File: src/verilog/umsfp_map.svh
`ifndef UMSFP_MAP_SVH
`define UMSFP_MAP_SVH

`define UMSFP_ADDR_W 32
`define UMSFP_DATA_W 32
`define UMSFP_NUM_UART 4

`define UMSFP_ADDR_CLK0 32'h4000_40d0
`define UMSFP_ADDR_CLK1 32'h4000_40d4
`define UMSFP_ADDR_CLK2 32'h4000_40d8
`define UMSFP_ADDR_CLK3 32'h4000_40dc
`define UMSFP_ADDR_MSR 32'h4008_0018
`define UMSFP_ADDR_MCR 32'h4008_0010
`define UMSFP_ADDR_LEV0 32'h4008_001c
`define UMSFP_ADDR_LEV1 32'h4008_801c
`define UMSFP_ADDR_LEV2 32'h4009_001c
`define UMSFP_ADDR_LEV3 32'h4009_801c
`define UMSFP_ADDR_IRQST 32'h4008_0040
`define UMSFP_ADDR_IRQMSK 32'h4008_0044

`define UMSFP_CLK_W 17
`define UMSFP_CLK_RST 17'h0_0000
`define UMSFP_MCR_W 5
`define UMSFP_MCR_RST 5'h00
`define UMSFP_MCR_LOOP 4
`define UMSFP_MCR_DTR 0
`define UMSFP_MCR_RTS 1
`define UMSFP_MCR_OUT1 2
`define UMSFP_MCR_OUT2 3
`define UMSFP_LEV_W 7
`define UMSFP_LEV_RST 7'h00
`define UMSFP_EVT_W 4
`define UMSFP_EVT_RST 4'h0
`define UMSFP_PIN_IDLE 4'hf
`define UMSFP_CTS 0
`define UMSFP_DSR 1
`define UMSFP_RI 2
`define UMSFP_DCD 3
`define UMSFP_ACC_RST 8'h00
`define UMSFP_ZERO8 8'h00
`define UMSFP_TICK_RST 4'h0
`define UMSFP_RD_RST 32'h0000_0000

`endif

File: src/verilog/umsfp_pkg.sv
`default_nettype none
package umsfp_pkg;

  typedef struct packed {
    logic dcd;
    logic ri;
    logic dsr;
    logic cts;
  } umsfp_modem_t;

  typedef struct packed {
    logic srcBus;
    logic [7:0] numer;
    logic [7:0] denom;
  } umsfp_prediv_t;

  typedef struct packed {
    logic tick;
    logic [7:0] acc;
  } umsfp_step_t;

endpackage
`default_nettype wire

File: src/verilog/umsfp_top.sv
// The address-and-strobe port was decided locally.
`timescale 1ns/1ps
`default_nettype none
`include "umsfp_map.svh"

module umsfp_top (
  input wire logic clk,
  input wire logic rst,
  input wire logic [`UMSFP_ADDR_W-1:0] addr,
  input wire logic [`UMSFP_DATA_W-1:0] wrData,
  input wire logic wrStb,
  input wire logic rdStb,
  output logic [`UMSFP_DATA_W-1:0] rdData,
  input wire umsfp_pkg::umsfp_modem_t modemPins,
  input wire logic [`UMSFP_NUM_UART-1:0][`UMSFP_LEV_W-1:0] rxLevelIn,
  input wire logic periphTick,
  input wire logic busTick,
  output logic [`UMSFP_NUM_UART-1:0] baudRefTick,
  output logic irq
);

  // ------------------------------------------------------------
  // helper functions
  // ------------------------------------------------------------
  // one accumulator step of the fractional divider
  function automatic umsfp_pkg::umsfp_step_t divStep(
    input umsfp_pkg::umsfp_prediv_t cfg,
    input logic [7:0] acc,
    input logic tickIn
  );
    logic [8:0] sum;
    umsfp_pkg::umsfp_step_t res;
    sum = {1'b0, acc} + {1'b0, cfg.numer};
    res.tick = 1'b0;
    res.acc = acc;
    if ((cfg.numer == `UMSFP_ZERO8) || (cfg.denom == `UMSFP_ZERO8)) begin
      res.acc = `UMSFP_ACC_RST;
    end else if (tickIn) begin
      if (sum >= {1'b0, cfg.denom}) begin
        res.tick = 1'b1;
        res.acc = 8'(sum - {1'b0, cfg.denom});
      end else begin
        res.acc = sum[7:0];
      end
    end
    return res;
  endfunction

  // address of the clock select register of a given uart
  function automatic logic [`UMSFP_ADDR_W-1:0] clkAddr(input int idx);
    logic [`UMSFP_ADDR_W-1:0] a;
    case (idx)
      0: a = `UMSFP_ADDR_CLK0;
      1: a = `UMSFP_ADDR_CLK1;
      2: a = `UMSFP_ADDR_CLK2;
      default: a = `UMSFP_ADDR_CLK3;
    endcase
    return a;
  endfunction

  // address of the fill level register of a given uart
  function automatic logic [`UMSFP_ADDR_W-1:0] levAddr(input int idx);
    logic [`UMSFP_ADDR_W-1:0] a;
    case (idx)
      0: a = `UMSFP_ADDR_LEV0;
      1: a = `UMSFP_ADDR_LEV1;
      2: a = `UMSFP_ADDR_LEV2;
      default: a = `UMSFP_ADDR_LEV3;
    endcase
    return a;
  endfunction

  // ------------------------------------------------------------
  // modem input synchroniser
  // ------------------------------------------------------------
  umsfp_pkg::umsfp_modem_t syncA_reg;
  umsfp_pkg::umsfp_modem_t syncB_reg;

  always_ff @(posedge clk or posedge rst) begin
    if (rst) begin
      // idle pins are high, so reset state matches and no false edge follows
      syncA_reg <= `UMSFP_PIN_IDLE;
      syncB_reg <= `UMSFP_PIN_IDLE;
    end else begin
      syncA_reg <= modemPins;
      syncB_reg <= syncA_reg;
    end
  end

  // ------------------------------------------------------------
  // register bus decode
  // ------------------------------------------------------------
  logic msrRd;
  logic irqStRd;
  logic mcrWr;
  logic mskWr;

  always_comb begin
    msrRd = rdStb && (addr == `UMSFP_ADDR_MSR);
    irqStRd = rdStb && (addr == `UMSFP_ADDR_IRQST);
    mcrWr = wrStb && (addr == `UMSFP_ADDR_MCR);
    mskWr = wrStb && (addr == `UMSFP_ADDR_IRQMSK);
  end

  // ------------------------------------------------------------
  // modem control and status
  // ------------------------------------------------------------
  logic [`UMSFP_MCR_W-1:0] mcr_reg;
  logic [`UMSFP_MCR_W-1:0] mcr_next;
  logic [`UMSFP_EVT_W-1:0] state_reg;
  logic [`UMSFP_EVT_W-1:0] state_next;
  logic [`UMSFP_EVT_W-1:0] flags_reg;
  logic [`UMSFP_EVT_W-1:0] flags_next;
  logic primed_reg;
  logic primed_next;
  logic [`UMSFP_EVT_W-1:0] events;
  logic loopOn;

  always_comb begin
    loopOn = mcr_reg[`UMSFP_MCR_LOOP];
    mcr_next = mcr_reg;
    if (mcrWr) begin
      mcr_next = wrData[`UMSFP_MCR_W-1:0];
    end
    state_next[`UMSFP_CTS] = loopOn ? mcr_reg[`UMSFP_MCR_RTS] : ~syncB_reg.cts;
    state_next[`UMSFP_DSR] = loopOn ? mcr_reg[`UMSFP_MCR_DTR] : ~syncB_reg.dsr;
    state_next[`UMSFP_RI] = loopOn ? mcr_reg[`UMSFP_MCR_OUT1] : ~syncB_reg.ri;
    state_next[`UMSFP_DCD] = loopOn ? mcr_reg[`UMSFP_MCR_OUT2] : ~syncB_reg.dcd;
    primed_next = 1'b1;
    events = `UMSFP_EVT_RST;
    if (primed_reg) begin
      events[`UMSFP_CTS] = state_next[`UMSFP_CTS] ^ state_reg[`UMSFP_CTS];
      events[`UMSFP_DSR] = state_next[`UMSFP_DSR] ^ state_reg[`UMSFP_DSR];
      events[`UMSFP_RI] = state_reg[`UMSFP_RI] & ~state_next[`UMSFP_RI];
      events[`UMSFP_DCD] = state_next[`UMSFP_DCD] ^ state_reg[`UMSFP_DCD];
    end
    flags_next = (flags_reg & ~{`UMSFP_EVT_W{msrRd}}) | events;
  end

  always_ff @(posedge clk or posedge rst) begin
    if (rst) begin
      mcr_reg <= `UMSFP_MCR_RST;
      state_reg <= `UMSFP_EVT_RST;
      flags_reg <= `UMSFP_EVT_RST;
      primed_reg <= 1'b0;
    end else begin
      mcr_reg <= mcr_next;
      state_reg <= state_next;
      flags_reg <= flags_next;
      primed_reg <= primed_next;
    end
  end

  // modem state feeds status and interrupt logic only
  // no path from state_reg to baud or data logic

  // ------------------------------------------------------------
  // interrupt status and mask
  // ------------------------------------------------------------
  logic [`UMSFP_EVT_W-1:0] irqSt_reg;
  logic [`UMSFP_EVT_W-1:0] irqSt_next;
  logic [`UMSFP_EVT_W-1:0] irqMsk_reg;
  logic [`UMSFP_EVT_W-1:0] irqMsk_next;
  logic irq_next;

  always_comb begin
    irqSt_next = (irqSt_reg & ~{`UMSFP_EVT_W{irqStRd}}) | events;
    irqMsk_next = irqMsk_reg;
    if (mskWr) begin
      irqMsk_next = wrData[`UMSFP_EVT_W-1:0];
    end
    irq_next = |(irqSt_next & irqMsk_next);
  end

  always_ff @(posedge clk or posedge rst) begin
    if (rst) begin
      irqSt_reg <= `UMSFP_EVT_RST;
      irqMsk_reg <= `UMSFP_EVT_RST;
      irq <= 1'b0;
    end else begin
      irqSt_reg <= irqSt_next;
      irqMsk_reg <= irqMsk_next;
      irq <= irq_next;
    end
  end

  // ------------------------------------------------------------
  // fill levels and clock pre-dividers
  // ------------------------------------------------------------
  logic [`UMSFP_NUM_UART-1:0][`UMSFP_LEV_W-1:0] lev_reg;
  umsfp_pkg::umsfp_prediv_t [`UMSFP_NUM_UART-1:0] cfg_reg;
  umsfp_pkg::umsfp_prediv_t [`UMSFP_NUM_UART-1:0] cfg_next;
  logic [`UMSFP_NUM_UART-1:0][7:0] acc_reg;
  logic [`UMSFP_NUM_UART-1:0][7:0] acc_next;
  logic [`UMSFP_NUM_UART-1:0] tick_next;
  umsfp_pkg::umsfp_step_t step;
  logic srcTick;

  always_comb begin
    step = '0;
    srcTick = 1'b0;
    for (int i = 0; i < `UMSFP_NUM_UART; i++) begin
      cfg_next[i] = cfg_reg[i];
      if (wrStb && (addr == clkAddr(i))) begin
        cfg_next[i] = wrData[`UMSFP_CLK_W-1:0];
      end
      srcTick = cfg_reg[i].srcBus ? busTick : periphTick;
      step = divStep(cfg_reg[i], acc_reg[i], srcTick);
      acc_next[i] = step.acc;
      tick_next[i] = step.tick;
    end
  end

  always_ff @(posedge clk or posedge rst) begin
    if (rst) begin
      for (int i = 0; i < `UMSFP_NUM_UART; i++) begin
        cfg_reg[i] <= `UMSFP_CLK_RST;
        acc_reg[i] <= `UMSFP_ACC_RST;
        lev_reg[i] <= `UMSFP_LEV_RST;
      end
      baudRefTick <= `UMSFP_TICK_RST;
    end else begin
      cfg_reg <= cfg_next;
      acc_reg <= acc_next;
      lev_reg <= rxLevelIn;
      baudRefTick <= tick_next;
    end
  end

  // ------------------------------------------------------------
  // read data
  // ------------------------------------------------------------
  logic [`UMSFP_DATA_W-1:0] rdData_next;

  always_comb begin
    rdData_next = `UMSFP_RD_RST;
    if (rdStb) begin
      if (addr == `UMSFP_ADDR_MSR) begin
        rdData_next[7:0] = {state_reg, flags_reg};
      end
      if (addr == `UMSFP_ADDR_MCR) begin
        rdData_next[`UMSFP_MCR_W-1:0] = mcr_reg;
      end
      if (addr == `UMSFP_ADDR_IRQST) begin
        rdData_next[`UMSFP_EVT_W-1:0] = irqSt_reg;
      end
      if (addr == `UMSFP_ADDR_IRQMSK) begin
        rdData_next[`UMSFP_EVT_W-1:0] = irqMsk_reg;
      end
      for (int i = 0; i < `UMSFP_NUM_UART; i++) begin
        if (addr == clkAddr(i)) begin
          rdData_next[`UMSFP_CLK_W-1:0] = cfg_reg[i];
        end
        if (addr == levAddr(i)) begin
          rdData_next[`UMSFP_LEV_W-1:0] = lev_reg[i];
        end
      end
    end
  end

  always_ff @(posedge clk or posedge rst) begin
    if (rst) begin
      rdData <= `UMSFP_RD_RST;
    end else begin
      rdData <= rdData_next;
    end
  end
endmodule
`default_nettype wire

File: config.mk
export PLATFORM = sky130hd
export DESIGN_NAME = umsfp_top
export DESIGN_NICKNAME = d
export VERILOG_FILES = /design/src/verilog/umsfp_pkg.sv /design/src/verilog/umsfp_top.sv
export VERILOG_INCLUDE_DIRS = /design/src /design/src/verilog
export SDC_FILE = /design/constraint.sdc
export NUM_CORES = 1
export LEC_CHECK = 0
export ABC_AREA = 1
export BUFFER_PORTS_ARGS = -buffer_cell sky130_fd_sc_hd__buf_2
export CORE_MARGIN = 2
export CORE_UTILIZATION = 40
export CTS_BUF_LIST = sky130_fd_sc_hd__clkbuf_8
export DETAILED_ROUTE_END_ITERATION = 6
export PLACE_DENSITY = 0.69
export SYNTH_ARGS = -nofsm -noshare
export SYNTH_HDL_FRONTEND = slang
export SYNTH_SLANG_ARGS = --single-unit
File: constraint.sdc
create_clock -name clk -period 8.25 [get_ports clk]
set_input_delay 1.2375 -clock clk [delete_from_list [all_inputs] [get_ports clk]]
set_output_delay 1.2375 -clock clk [all_outputs]
set_load 0.005 [all_outputs]
After elaboration in Yosys (flattened, before gate mapping)
Cells that the tools add are included.
{"block": "totals", "wordCells": 160, "register_bits": 180, "mem_bits_rw": 0, "rom_bits": 0, "mem_count": 0, "latch_bits": 0, "input_bits": 102}
{"block": "classes", "mux": 54, "shift": 0, "addsub": 8, "order_cmp": 4, "n_bitwise": 16, "n_eq_ne": 16, "div_mod_pow": 0, "reduce_logical": 25, "multipliers": 0}
{"op": "32-bit by 31-bit == test with 1-bit output, second input constant", "count": 8}
{"op": "32-bit == test", "count": 8}
{"op": "32-bit 2-to-1 mux", "count": 8}
{"op": "17-bit 2-to-1 mux", "count": 6}
{"op": "8-bit 2-to-1 mux", "count": 10}
{"op": "8-bit zero test", "count": 8}
{"op": "8-bit by 8-bit adder with 9-bit output", "count": 4}
{"op": "9-bit by 8-bit >= comparator with 1-bit output", "count": 4}
{"op": "9-bit 2-to-1 mux", "count": 4}
{"op": "8-bit subtractor", "count": 4}
{"op": "7-bit 2-to-1 mux", "count": 4}
{"op": "1-bit 2-to-1 mux", "count": 16}
{"op": "4-bit 2-to-1 mux", "count": 4}
{"op": "4-bit AND", "count": 3}
{"op": "5-bit 2-to-1 mux", "count": 2}
{"op": "1-bit logical AND", "count": 8}
{"op": "4-bit NOT", "count": 2}
{"op": "4-bit OR", "count": 2}
{"op": "2-bit nonzero test", "count": 4}
{"op": "1-bit NOT", "count": 5}
{"op": "1-bit logical OR", "count": 4}
{"op": "4-bit OR reduction", "count": 1}
{"op": "1-bit XOR", "count": 3}
{"op": "1-bit AND", "count": 1}

Longest topological paths before layout
Gate-level depths: netlist of run 1.
{"block": "logic_depth", "depth_word": 17, "depth_mapped": 21, "mapped_depth_nobuf": 20}

Worst setup path after synthesis of run 1
Ideal clock, no wire load.
{"block": "synth_path", "kind": "register to register", "start": "reg cfg_reg[8] in the netlist's numbering", "end": "reg acc_reg[0] in the netlist's numbering", "required_time_ns": 8.122, "stages_incl_launch_ff": 21, "n_path_buf": 1, "period_less_slack_ns": 3.011, "setup_slack_ns": 5.239, "setup_time_ns": 0.128, "arrival_ns": 2.883, "cell_sequence": "dfrtp_1 ha_1 fa_1 nand2_1 inv_1 o21ai_1 and2_4 o21ai_1 a21o_1 xor2_1 inv_1 ha_1 nand4_1 nor2_1 nor3_1 nand2_1 nor2_2 inv_2 buf_6 o21ai_1 o21ai_0"}
{"block": "synth_between", "elab_chain_cells": 5}
{"item": "start: declaration", "line": "umsfp_top.sv:191", "rtl": "umsfp_pkg::umsfp_prediv_t [`UMSFP_NUM_UART-1:0] cfg_reg;"}
{"item": "start signal: indexed assignment", "line": "umsfp_top.sv:217", "rtl": "cfg_reg[i] <= `UMSFP_CLK_RST;"}
{"item": "start signal: assignment", "line": "umsfp_top.sv:223", "rtl": "cfg_reg <= cfg_next;"}
{"item": "8-bit by 8-bit adder with 9-bit output", "line": "umsfp_top.sv:33", "rtl": "sum = {1'b0, acc} + {1'b0, cfg.numer};"}
{"item": "8-bit subtractor or 9-bit by 8-bit >= comparator with 1-bit output (tied branches)", "line": "umsfp_top.sv:41, umsfp_top.sv:39"}
{"item": "8-bit 2-to-1 mux", "line": "umsfp_top.sv:39", "rtl": "if (sum >= {1'b0, cfg.denom}) begin"}
{"item": "9-bit 2-to-1 mux", "line": "umsfp_top.sv:38", "rtl": "end else if (tickIn) begin"}
{"item": "8-bit 2-to-1 mux", "line": "umsfp_top.sv:36", "rtl": "if ((cfg.numer == `UMSFP_ZERO8) || (cfg.denom == `UMSFP_ZERO8)) begin"}
{"item": "end signal: indexed assignment", "line": "umsfp_top.sv:218", "rtl": "acc_reg[i] <= `UMSFP_ACC_RST;"}
{"item": "end signal: assignment", "line": "umsfp_top.sv:224", "rtl": "acc_reg <= acc_next;"}
{"item": "end: declaration", "line": "umsfp_top.sv:193", "rtl": "logic [`UMSFP_NUM_UART-1:0][7:0] acc_reg;"}
Parallel ways exist; a longest one is shown, timed or not. The select of a mux whose other input is x is not followed.
A chain may end at the register's enable or synchronous reset.

Final worst setup path of run 1
{"block": "layout_path", "start": "in addr[11]", "end": "reg rdData[5]"}
{"block": "layout_between", "elab_chain_cells": 13}
{"item": "start: declaration", "line": "umsfp_top.sv:9", "rtl": "input wire logic [`UMSFP_ADDR_W-1:0] addr,"}
{"item": "32-bit by 31-bit == test with 1-bit output (no source line)"}
{"item": "8-bit 2-to-1 mux", "line": "umsfp_top.sv:238", "rtl": "if (addr == `UMSFP_ADDR_MSR) begin"}
{"item": "8-bit 2-to-1 mux"}
{"item": "17-bit 2-to-1 mux", "line": "umsfp_top.sv:251", "rtl": "if (addr == clkAddr(i)) begin"}
{"item": "17-bit 2-to-1 mux", "line": "umsfp_top.sv:237", "rtl": "if (rdStb) begin"}
{"item": "7-bit 2-to-1 mux", "line": "umsfp_top.sv:254", "rtl": "if (addr == levAddr(i)) begin"}
{"item": "17-bit 2-to-1 mux", "line": "umsfp_top.sv:251"}
{"item": "7-bit 2-to-1 mux", "line": "umsfp_top.sv:254"}
{"item": "17-bit 2-to-1 mux", "line": "umsfp_top.sv:251"}
{"item": "7-bit 2-to-1 mux", "line": "umsfp_top.sv:254"}
{"item": "17-bit 2-to-1 mux", "line": "umsfp_top.sv:251"}
{"item": "7-bit 2-to-1 mux (*)", "line": "umsfp_top.sv:254"}
{"item": "17-bit 2-to-1 mux (*)", "line": "umsfp_top.sv:237"}
{"item": "via rdData_next[5]", "line": "umsfp_top.sv:233", "rtl": "logic [`UMSFP_DATA_W-1:0] rdData_next;"}
{"item": "end signal: assignment", "line": "umsfp_top.sv:263", "rtl": "rdData <= `UMSFP_RD_RST;"}
{"item": "end signal: assignment", "line": "umsfp_top.sv:265", "rtl": "rdData <= rdData_next;"}
{"item": "end: declaration", "line": "umsfp_top.sv:13", "rtl": "output logic [`UMSFP_DATA_W-1:0] rdData,"}
The timed path passes the listed nets; every way through them passes the cells marked *. The select of a mux whose other input is x is not followed.

==> summary.json, run 1 <==
{
  "critPathBufInv": 4,
  "synth_sequential_area_ratio_pct": 42.01,
  "final_period_minus_worst_setup_slack_ps": 3592,
  "numCtsBuffers": 17,
  "die-area_um2": 28190,
  "cp_top_family": "simple AND/OR/NAND/NOR gates",
  "detailedRoute.firstIterationViolations": 753,
  "netlist_area_pre_place_um2": 10750,
  "drv_cap": 0,
  "globalplace.congestion": 0.9161,
  "vdd_ir_drop_max_mv": 0.09732,
  "worst_slew_pin_slew_ps": 1051,
  "slew_violations": 0,
  "wl_um": 28260,
  "cp_endpoint_kind": "flip-flop",
  "vias_per_cell": 5.086,
  "synth_top_cells_by_area": "sky130_fd_sc_hd__dfrtp_1 40%, sky130_fd_sc_hd__nand2_1 10%, sky130_fd_sc_hd__o21ai_0 7.7%",
  "core_area_um2": 26210,
  "largest_reg_flops": 68,
  "floorplan.die.height_um": 167.9,
  "clock_sinks": 180,
  "worst-path-max-fanout": 25,
  "postPlaceCellArea_um2": 11510,
  "cts-htree-levels": 4,
  "groute.layer.met1.usage_pct": 29.02,
  "crit_path_top_delay_cell": "sky130_fd_sc_hd__nor2_1",
  "synth_top_area_cell": "sky130_fd_sc_hd__dfrtp_1",
  "met3_usage_pct": 3.268,
  "drtPass1Iterations": 5,
  "global_route.peak_usage_layer": "met2",
  "totalPowerFinal_uw": 1525,
  "io_buffers": 108,
  "layout-area-overhead-vs-synth_pct": 10.33,
  "asyncSetResetFlopFracSynth_pct": 100.0,
  "grt_max_degree": 71,
  "outcome": "finished clean",
  "drcViolationCount": 0,
  "power.density_nw_per_um2": 128.6,
  "fmax_mhz": 278.4,
  "synth.yosys.warnings": 0,
  "final_core_utilization_pct": 45.24,
  "num_rows": 59,
  "timing_worst_setup_path_type": "primary input to flip-flop",
  "first_global_vias": 8904,
  "fin_skew_ps": 17.70,
  "grt_pass1_wl_um": 45990,
  "synthTopCellsByCount": "291 x sky130_fd_sc_hd__nand2_1, 213 x sky130_fd_sc_hd__inv_1, 172 x sky130_fd_sc_hd__dfrtp_1",
  "grt_overflow": 0,
  "synth-main-ff-cell": "sky130_fd_sc_hd__dfrtp_1",
  "hold_violations": 0,
  "gr-usage-all-layers_pct": 20.60,
  "detail-route-antenna-nets": 0,
  "clkSlewWorstSetupHoldPaths_ps": 100,
  "tritoncts": "built",
  "top_level_ports": 139,
  "cts_repair_resized_insts": 0,
  "worst_path_largest_cell_delay_ps": 800,
  "cts-root-buf": "sky130_fd_sc_hd__clkbuf_8",
  "final-setup-viol-count": 0,
  "synth_top_area_share_pct": 40.06,
  "clk_latency_ps": 470,
  "final_layout_size_suffix_gt1_share_pct": 13.55,
  "floorplan.initialDensity_pct": 41.00,
  "dpl.hpwl_um": 21640,
  "rsz0062_at_grt": "false",
  "die_w_um": 167.9,
  "crit_path_start_kind": "primary input",
  "power.static_leakage_uw": 0.006126,
  "cts.repair_timing.setup_buffer_count": 0,
  "design.final.nets": 1630,
  "critical_path_arrival_ps": 3970,
  "setup_total_negative_slack_ps": 0,
  "required_worst_endpoint_ps": 8620,
  "ordered_cell_list_for_the_critical_path": "buf_2 -> nor2_1 -> nand2_1 -> inv_1 -> nand2_1 -> nor2_1 -> nand2_1 -> nor2_1 -> inv_1 -> o21ai_0 -> inv_1 -> a21oi_1",
  "final_area_um2": 11860,
  "syn_avg_cell_area_um2": 7.907,
  "hold_buffers": 0,
  "max-slew-margin-rel_pct": 29.70,
  "vias": 9175,
  "finalCritPeriodShare_pct": 43.53,
  "antennaDiodeCount": 0,
  "synth_cell_type_count": 48,
  "grt_use_met2_pct": 33.04,
  "grt_antenna_before_repair": 0,
  "netlist_instances": 1359,
  "wl_per_cell_um": 15.67,
  "min-delay-path-class": "flip-flop to flip-flop",
  "synthMostInstantiatedCell": "sky130_fd_sc_hd__nand2_1",
  "yosys_register_bits": 180,
  "clock_tree.buffer_depth": 2,
  "post_synth_edffs": 0
}
-- routing by layer --
layer	routed length (µm)	share of wire, %
met1	13620	48
met2	12820	45
met3	1292	4.6
met4	532	1.9
met5	0	0
-- final timing paths --
path	start	endpoint	slack [ps]	cells after the start
setup reg to reg	cfg_reg[25]	acc_reg[14]	4830	19
hold reg to reg	syncA_reg[0]	syncB_reg[0]	360	0
setup / recovery	addr[11]	rdData[5]	4660	12
hold / removal	syncA_reg[0]	syncB_reg[0]	360	0
max in group asynchronous	rst	cfg_reg[8]	5460	4
min in group asynchronous	rst	state_reg[2]	860	2
-- logic make-up (layout without fill, tap and decap cells) --
| kind of cell | after synthesis | count (layout) | share of synthesized area, % |
|---|---|---|---|
| adders and majority gates | 72 | 72 | 8.943 |
| other | 2 | 16 | 0.06989 |
| AOI/OAI and AO/OA | 317 | 317 | 16.36 |
| buffers and inverters | 271 | 367 | 10.33 |
| DFF | 180 | 180 | 42.01 |
| xor gates and xnor gates | 37 | 37 | 3.016 |
| and+or+nand+nor | 480 | 480 | 19.27 |
-- through the flow --
stage	hold WS, ps	setup WS (ps)	std cells
after CTS	362.7	4693	1804
final	361.4	4658	1804
after global placement	345.7	4192	1772
after floorplan	345.2	2139	1373
after detailed placement	347.2	4221	1772
after global routing	365.7	4389	1804
-- area by class of cell --
type                       count  area (µm²)
clock buffer                  17       234.0
sequential                   180        4514
multi-input combinational    922        5174
timing repair buffer         110       555.5
clock inverter                15       108.9
fill                        2539       14350
tap                          335       419.2
inverter                     225       849.6
-- layout by cell type (no fill, tap or decap), types with 17 or more instances in the layout --
master / count
sky130_fd_sc_hd__a21oi_1: 44
sky130_fd_sc_hd__ha_1: 64
sky130_fd_sc_hd__inv_1: 214
sky130_fd_sc_hd__o21ai_1: 54
sky130_fd_sc_hd__clkbuf_8: 17
sky130_fd_sc_hd__nor2_1: 65
sky130_fd_sc_hd__xnor2_1: 18
sky130_fd_sc_hd__o21ai_0: 166
sky130_fd_sc_hd__buf_2: 108
sky130_fd_sc_hd__nand2_1: 291
sky130_fd_sc_hd__nand3_1: 61
sky130_fd_sc_hd__xor2_1: 19
sky130_fd_sc_hd__dfrtp_1: 172
-- power by group --
part	internal, µW	total (µW)	switching [µW]	leakage (µW)
Sequential	893	897	4.04	0.00237
Combinational	20.1	72.1	51.9	0.00358
Clock	210	556	345	0.000177
Total	1120	1520	401	0.00613
No activity file was read; power rests on OpenSTA's default activity.
==> run 2, diff against run 1 <==
==> constraint.sdc (replaced) <==
create_clock -name clk -period 3.4 [get_ports clk]
set_input_delay 0.51 -clock clk [delete_from_list [all_inputs] [get_ports clk]]
set_output_delay 0.51 -clock clk [all_outputs]
set_load 0.005 [all_outputs]
==> run 2 against run 1 <==
  * First-iteration DRC count is 8.9% lower
  * Global-route usage is 0.19 points higher
  * Critical path depth is 5 higher
  * Hold slack worse by 260 ps
  * Core utilization is 1.2 points higher
  * Clock power grew to 2.8 times the previous value
  * Setup slack worse by 4500 ps
  * Die area stayed put
==> summary.json, run 2 (same netlist as run 1, synthesis figures left out) <==
{
  "first_global_vias": {"value": 8936, "change": "+0.36%"},
  "detailedRoute.firstIterationViolations": {"value": 686, "change": "-8.9%"},
  "detail-route-antenna-nets": {"value": 0, "change": "unchanged"},
  "die-area": {"value": 28190, "unit": "µm²", "change": "unchanged"},
  "clock_sinks": {"value": 180, "change": "unchanged"},
  "vias_per_cell": {"value": 5.152, "change": "+1.3%"},
  "final_period_minus_worst_setup_slack_ps": 3233,
  "critical_path_arrival": {"value": 3660, "unit": "ps", "change": "-310 ps"},
  "layout_commonest_cell": "sky130_fd_sc_hd__nand2_1",
  "globalplace.congestion": {"value": 0.9153, "change": "about the same"},
  "grt_max_degree": {"value": 82, "change": "+15%"},
  "layout_common_cells": "291 x sky130_fd_sc_hd__nand2_1, 212 x sky130_fd_sc_hd__inv_1, 169 x sky130_fd_sc_hd__dfrtp_1, 155 x sky130_fd_sc_hd__o21ai_0, 108 x sky130_fd_sc_hd__buf_2",
  "drv_cap": {"value": 0, "change": "unchanged"},
  "worst-path-max-fanout": {"value": 8, "change": "-68%"},
  "power.static_leakage": {"value": 0.006245, "unit": "µW", "change": "+1.9%"},
  "largest_reg_flops": {"value": 68, "change": "unchanged"},
  "core_area": {"value": 26210, "unit": "µm²", "change": "unchanged"},
  "io_buffers": {"value": 108, "change": "unchanged"},
  "vias": {"value": 9377, "change": "+2.2%"},
  "tritoncts": "built",
  "final_core_utilization": {"value": 46.47, "unit": "%", "change": "+1.2 points"},
  "cp_endpoint_kind": "flip-flop",
  "min-delay-path-class": "primary input to flip-flop",
  "vdd_ir_drop_max": {"value": 0.2189, "unit": "mV", "change": "+120%"},
  "outcome": "finished clean",
  "clkSlewWorstSetupHoldPaths": {"value": 110, "unit": "ps", "change": "about the same"},
  "crit_path_start_kind": "flip-flop",
  "clk_latency": {"value": 490, "unit": "ps", "change": "+20 ps"},
  "final_layout_size_suffix_gt1_share": {"value": 15.42, "unit": "%", "change": "+1.9 points"},
  "finalHoldWorstSlack": {"value": 101.6, "unit": "ps", "change": "-259.8 ps"},
  "clock_tree.buffer_depth": {"value": 2, "change": "unchanged"},
  "layout-area-overhead-vs-synth_pct": 13.33,
  "top_level_ports": {"value": 139, "change": "unchanged"},
  "final-setup-viol-count": {"value": 0, "change": "unchanged"},
  "drtPass1Iterations": {"value": 6, "change": "+1"},
  "grt_overflow": {"value": 0, "change": "unchanged"},
  "cts-root-buf": "sky130_fd_sc_hd__clkbuf_8",
  "numCtsBuffers": {"value": 17, "change": "unchanged"},
  "dpl.hpwl": {"value": 21770, "unit": "µm", "change": "+0.59%"},
  "max-slew-margin-rel": {"value": 46.58, "unit": "%", "change": "+17 points"},
  "power.density": {"value": 319.4, "unit": "nW/µm²", "change": "+150%"},
  "num_rows": {"value": 59, "change": "unchanged"},
  "die_w": {"value": 167.9, "unit": "µm", "change": "unchanged"},
  "wl": {"value": 28760, "unit": "µm", "change": "+1.8%"},
  "fin_skew": {"value": 14.49, "unit": "ps", "change": "-3.205 ps"},
  "drcViolationCount": {"value": 0, "change": "unchanged"},
  "design.final.nets": {"value": 1646, "change": "+0.98%"},
  "grt_antenna_before_repair": {"value": 0, "change": "unchanged"},
  "fmax_mhz": 309.3,
  "finalCritPeriodShare_pct": 95.09,
  "antennaDiodeCount": {"value": 0, "change": "unchanged"},
  "cts-htree-levels": {"value": 4, "change": "unchanged"},
  "grt_pass1_wl": {"value": 46200, "unit": "µm", "change": "+0.45%"},
  "slew_violations": {"value": 0, "change": "unchanged"},
  "floorplan.initialDensity": {"value": 41.00, "unit": "%", "change": "unchanged"},
  "gr-usage-all-layers": {"value": 20.78, "unit": "%", "change": "+0.19 points"},
  "floorplan.die.height": {"value": 167.9, "unit": "µm", "change": "unchanged"},
  "required_worst_endpoint": {"value": 3830, "unit": "ps", "change": "-4790 ps"},
  "timing_worst_setup_path_type": "flip-flop to flip-flop",
  "hold_violations": {"value": 0, "change": "unchanged"},
  "wl_per_cell": {"value": 15.80, "unit": "µm", "change": "+0.87%"},
  "worst_slew_pin_slew": {"value": 800.4, "unit": "ps", "change": "-250.2 ps"}
}
-- run 2: changes by cell type in the layout (fill, tap and decap cells not counted), sizes merged --
cell | before | now
buf | 110 | 125
clkinv | 9 | 11
clkinvlp | 3 | 1
clkbuf | 17 | 18
inv | 228 | 227
nand3 | 64 | 65
-- run 2: where the power goes --
group | switching, µW | internal (µW)
clock network | 940 | 591
registers | 10.0 | 2170
logic | 128 | 52.4
-- run 2: cell type report --
class                           count  area, µm²
Timing Repair Buffer              125      693.2
Multi-Input combinational cell    923       5259
Sequential cell                   180       4518
Fill cell                        2550      14030
Clock inverter                     14      185.2
Inverter                          225      855.8
Clock buffer                       18      247.7
Tap cell                          335      419.2
-- run 2: per-stage QoR --
| step | total power, µW | instance area [µm²] | TNS (ps) | std cells | setup slack (ps) |
|---|---|---|---|---|---|
| floorplan | 2305 | 10800 | 0 | 1373 | 388.9 |
| global placement | 2400 | 11610 | 0 | 1782 | 159.6 |
| detailed placement | 2402 | 11610 | 0 | 1782 | 57.04 |
| CTS | 3919 | 12040 | 0 | 1814 | 15.64 |
| global route | 4027 | 12180 | -17.05 | 1820 | -17.05 |
| finish | 3890 | 12180 | 0 | 1820 | 167.1 |
-- run 2: worst paths after layout --
path                            slack, ps      endpoint  cells past startpoint          from
worst max-delay path                  170   acc_reg[27]                     17   cfg_reg[59]
min in group asynchronous             140    lev_reg[3]                      2           rst
max in group asynchronous            2380   cfg_reg[43]                      3           rst
worst min-delay path                  100  syncA_reg[3]                      1  modemPins[3]
worst max register to register        170   acc_reg[27]                     17   cfg_reg[59]
worst min register to register        360  syncB_reg[3]                      0  syncA_reg[3]
-- run 2: worst max-delay path, stage by stage (launching register included) --
cell                      delay (ps)
sky130_fd_sc_hd__dfrtp_1         430
sky130_fd_sc_hd__ha_1            260
sky130_fd_sc_hd__fa_1            400
sky130_fd_sc_hd__nand2_1          70
sky130_fd_sc_hd__inv_1            50
sky130_fd_sc_hd__nor2_1          180
sky130_fd_sc_hd__ha_1            330
sky130_fd_sc_hd__a21oi_1         140
sky130_fd_sc_hd__nand2_1          90
sky130_fd_sc_hd__a21o_1          180
sky130_fd_sc_hd__a21oi_2         170
sky130_fd_sc_hd__o21ai_1          80
sky130_fd_sc_hd__a21o_1          170
sky130_fd_sc_hd__nand2_2         110
sky130_fd_sc_hd__nand3_2         170
sky130_fd_sc_hd__a21oi_1         180
sky130_fd_sc_hd__o21ai_1         100
sky130_fd_sc_hd__nand2_1          70
-- run 2: what timing repair did --
item,CTS,global route
hold buffers,0,0
setup endpoints to repair,0,29
buffers inserted,0,5
gates resized for setup,0,29
-- run 2: metal layers --
metal	global-route usage [%]	part of all wire (%)
met1	28.51	46
met4	6.427	2.5
met3	3.573	5.7
met5	0	0
met2	33.70	46
==> run 3, diff against run 2 <==
--- a/config.mk
+++ b/config.mk
@@ -12,7 +12,7 @@
 export CORE_UTILIZATION = 40
 export CTS_BUF_LIST = sky130_fd_sc_hd__clkbuf_8
 export DETAILED_ROUTE_END_ITERATION = 6
-export PLACE_DENSITY = 0.69
+export PLACE_DENSITY = 0.59
 export SYNTH_ARGS = -nofsm -noshare
 export SYNTH_HDL_FRONTEND = slang
 export SYNTH_SLANG_ARGS = --single-unit
==> run 3 against run 2 <==
  * First-iteration DRC count is 12% lower
  * Clock skew is 4.6 ps higher
  * The run now ends with design-rule violations left
  * Fmax is 1.3% higher
==> summary.json, run 3 (same netlist as run 1, synthesis figures left out) <==
{
  "fin_skew": {"value": 19.06, "unit": "ps", "change": "+4.564 ps"},
  "vias_per_cell": {"value": 5.049, "change": "-2.0%"},
  "crit_path_top_delay_cell": "sky130_fd_sc_hd__dfrtp_1",
  "violations": "design-rule violations",
  "die-area": {"value": 28190, "unit": "µm²", "change": "unchanged"},
  "grt_max_degree": {"value": 43, "change": "-48%"},
  "worst-path-max-fanout": {"value": 8, "change": "unchanged"},
  "die_w": {"value": 167.9, "unit": "µm", "change": "unchanged"},
  "setup_total_negative_slack": {"value": 0, "unit": "ps", "change": "unchanged"},
  "tritoncts": "built",
  "floorplan.die.height": {"value": 167.9, "unit": "µm", "change": "unchanged"},
  "cp_endpoint_kind": "flip-flop",
  "clock_tree.buffer_depth": {"value": 2, "change": "unchanged"},
  "worstHoldEndpoint": "syncA_reg[3]",
  "rsz0062_at_grt": "false",
  "power.static_leakage": {"value": 0.006257, "unit": "µW", "change": "+0.19%"},
  "hold_violations": {"value": 0, "change": "unchanged"},
  "grt_overflow": {"value": 0, "change": "unchanged"},
  "critical_path_arrival": {"value": 3550, "unit": "ps", "change": "-110 ps"},
  "fmax": {"value": 313.2, "unit": "MHz", "change": "+1.3%"},
  "vdd_ir_drop_max": {"value": 0.2199, "unit": "mV", "change": "+0.43%"},
  "core_area": {"value": 26210, "unit": "µm²", "change": "unchanged"},
  "first_global_vias": {"value": 8704, "change": "-2.6%"},
  "worst_slew_pin_slew": {"value": 836.5, "unit": "ps", "change": "+36.17 ps"},
  "min-delay-path-class": "primary input to flip-flop",
  "final_core_utilization": {"value": 46.45, "unit": "%", "change": "about the same"},
  "wl_per_cell": {"value": 16.01, "unit": "µm", "change": "+1.3%"},
  "gr-usage-all-layers": {"value": 21.09, "unit": "%", "change": "+0.30 points"},
  "numCtsBuffers": {"value": 17, "change": "unchanged"},
  "drcViolationCount": {"value": 12, "change": "+12"},
  "worstReg2RegEnd": "acc_reg[26]",
  "clk_latency": {"value": 480, "unit": "ps", "change": "about the same"},
  "reg2regPathDepth": {"value": 16, "change": "-1"},
  "final_period_minus_worst_setup_slack": {"value": 3193, "unit": "ps", "change": "-40.31 ps"},
  "power.density": {"value": 320.8, "unit": "nW/µm²", "change": "+0.45%"},
  "drtPass1Iterations": {"value": 7, "change": "+1"},
  "final-setup-viol-count": {"value": 0, "change": "unchanged"},
  "floorplan.initialDensity": {"value": 41.00, "unit": "%", "change": "unchanged"},
  "min_path_cells": {"value": 1, "change": "unchanged"},
  "dpl.hpwl": {"value": 22520, "unit": "µm", "change": "+3.4%"},
  "largest_reg_flops": {"value": 68, "change": "unchanged"},
  "detail-route-antenna-nets": {"value": 0, "change": "unchanged"},
  "cts-root-buf": "sky130_fd_sc_hd__clkbuf_8",
  "finalHoldWorstSlack": {"value": 113.8, "unit": "ps", "change": "+12.20 ps"},
  "detailedRoute.firstIterationViolations": {"value": 603, "change": "-12%"},
  "globalplace.congestion": {"value": 0.9257, "change": "+1.1%"},
  "ordered_cell_list_for_the_critical_path": "ha_1 -> fa_1 -> nand2_1 -> inv_1 -> o21ai_1 -> and2_1 -> xor2_1 -> inv_1 -> ha_1 -> a21oi_2 -> o21ai_1 -> a21o_1 -> nand2_2 -> nand3_2 -> o211ai_1 -> nand2_1",
  "layout-area-overhead-vs-synth": {"value": 13.27, "unit": "%", "change": "about the same"},
  "finalCritPeriodShare": {"value": 93.90, "unit": "%", "change": "-1.2 points"},
  "top_level_ports": {"value": 139, "change": "unchanged"},
  "layout_commonest_cell": "sky130_fd_sc_hd__nand2_1",
  "reg2reg_slack": {"value": 210, "unit": "ps", "change": "+40 ps"},
  "timing_worst_setup_path_type": "flip-flop to flip-flop",
  "clkSlewWorstSetupHoldPaths": {"value": 110, "unit": "ps", "change": "about the same"},
  "wl": {"value": 29190, "unit": "µm", "change": "+1.5%"},
  "crit_path_start_kind": "flip-flop",
  "required_worst_endpoint": {"value": 3760, "unit": "ps", "change": "-70 ps"},
  "grt_antenna_before_repair": {"value": 0, "change": "unchanged"},
  "drv_cap": {"value": 0, "change": "unchanged"},
  "worstReg2RegStart": "cfg_reg[59]",
  "vias": {"value": 9205, "change": "-1.8%"},
  "holdCritStartpoint": "modemPins[3]",
  "slew_violations": {"value": 0, "change": "unchanged"},
  "max-slew-margin-rel": {"value": 43.52, "unit": "%", "change": "-3.1 points"},
  "clock_sinks": {"value": 180, "change": "unchanged"},
  "io_buffers": {"value": 108, "change": "unchanged"},
  "final_layout_size_suffix_gt1_share": {"value": 15.26, "unit": "%", "change": "-0.17 points"},
  "layout_common_cells": "290 x sky130_fd_sc_hd__nand2_1, 212 x sky130_fd_sc_hd__inv_1, 172 x sky130_fd_sc_hd__dfrtp_1, 163 x sky130_fd_sc_hd__o21ai_0, 108 x sky130_fd_sc_hd__buf_2",
  "cts-htree-levels": {"value": 4, "change": "unchanged"},
  "num_rows": {"value": 59, "change": "unchanged"},
  "worst_path_largest_cell_delay": {"value": 430, "unit": "ps", "change": "about the same"},
  "grt_pass1_wl": {"value": 46140, "unit": "µm", "change": "-0.12%"},
  "design.final.nets": {"value": 1649, "change": "+0.18%"},
  "outcome": "finished, violations left",
  "antennaDiodeCount": {"value": 0, "change": "unchanged"}
}
## run 3: cell count changes in the layout (fill, tap and decap cells not counted), sizes merged
cell    change
nand3       +1
buf         +2
bufinv      +1
clkinv      -3
inv         +2
## run 3: what timing repair did
item	CTS	global route
setup endpoints to repair	0	30
gates resized for setup	0	16
setup buffers	0	3
hold buffers	0	0
hold endpoints to repair	0	0
## run 3: worst max path at each step
| stage | to | slack (ps) | cells past startpoint | from |
|---|---|---|---|---|
| floorplan | acc_reg[0] | 390 | 20 | cfg_reg[8] |
| global placement | acc_reg[6] | 190 | 20 | cfg_reg[8] |
| detailed placement | acc_reg[19] | 130 | 16 | cfg_reg[42] |
| CTS | acc_reg[19] | 110 | 16 | cfg_reg[42] |
| global route | acc_reg[14] | 4 | 19 | cfg_reg[25] |
| finish | acc_reg[26] | 210 | 16 | cfg_reg[59] |
## run 3: power breakdown
| group | switching [µW] | internal, µW | total, µW |
|---|---|---|---|
| clock | 899 | 636 | 1540 |
| sequential | 11.1 | 2170 | 2180 |
| combinational | 133 | 57.7 | 191 |
## run 3: worst max-delay path: cells and delay by family, from the launching register on
family / cells / cell delay (ps)
xor+xnor: 1 / 140
fa+ha+maj: 3 / 970
buf+inv: 2 / 120
flops: 1 / 430
simple gates: 5 / 610
compound gates: 5 / 810
## run 3: per-layer routing
layer,wire length (µm),track usage (%),vias to the layer above
li1,-,-,4623
met1,14080,30.05,4317
met2,12950,32.84,217
met3,1361,3.315,48
met4,805,7.070,0
met5,0,0,-
## run 3: per-stage QoR
stage	power [µW]	worst slack, ps	std cells	cell area (µm²)
2_1_floorplan	2305	388.9	1373	10800
3_3_place_gp	2414	189.0	1786	11650
3_5_place_dp	2413	134.6	1786	11650
4_1_cts	3943	114.0	1818	12060
5_1_grt	4053	4.353	1823	12170
6_report	3905	207.4	1823	12170
## run 3: final cells by class
type / count / area [µm²]
clock buffer: 18 / 247.7
sequential: 180 / 4514
fill: 2678 / 14030
tap: 335 / 419.2
clock inverter: 14 / 160.2
inverter: 225 / 853.3
timing repair buffer: 127 / 720.7
multi-input combinational: 924 / 5256
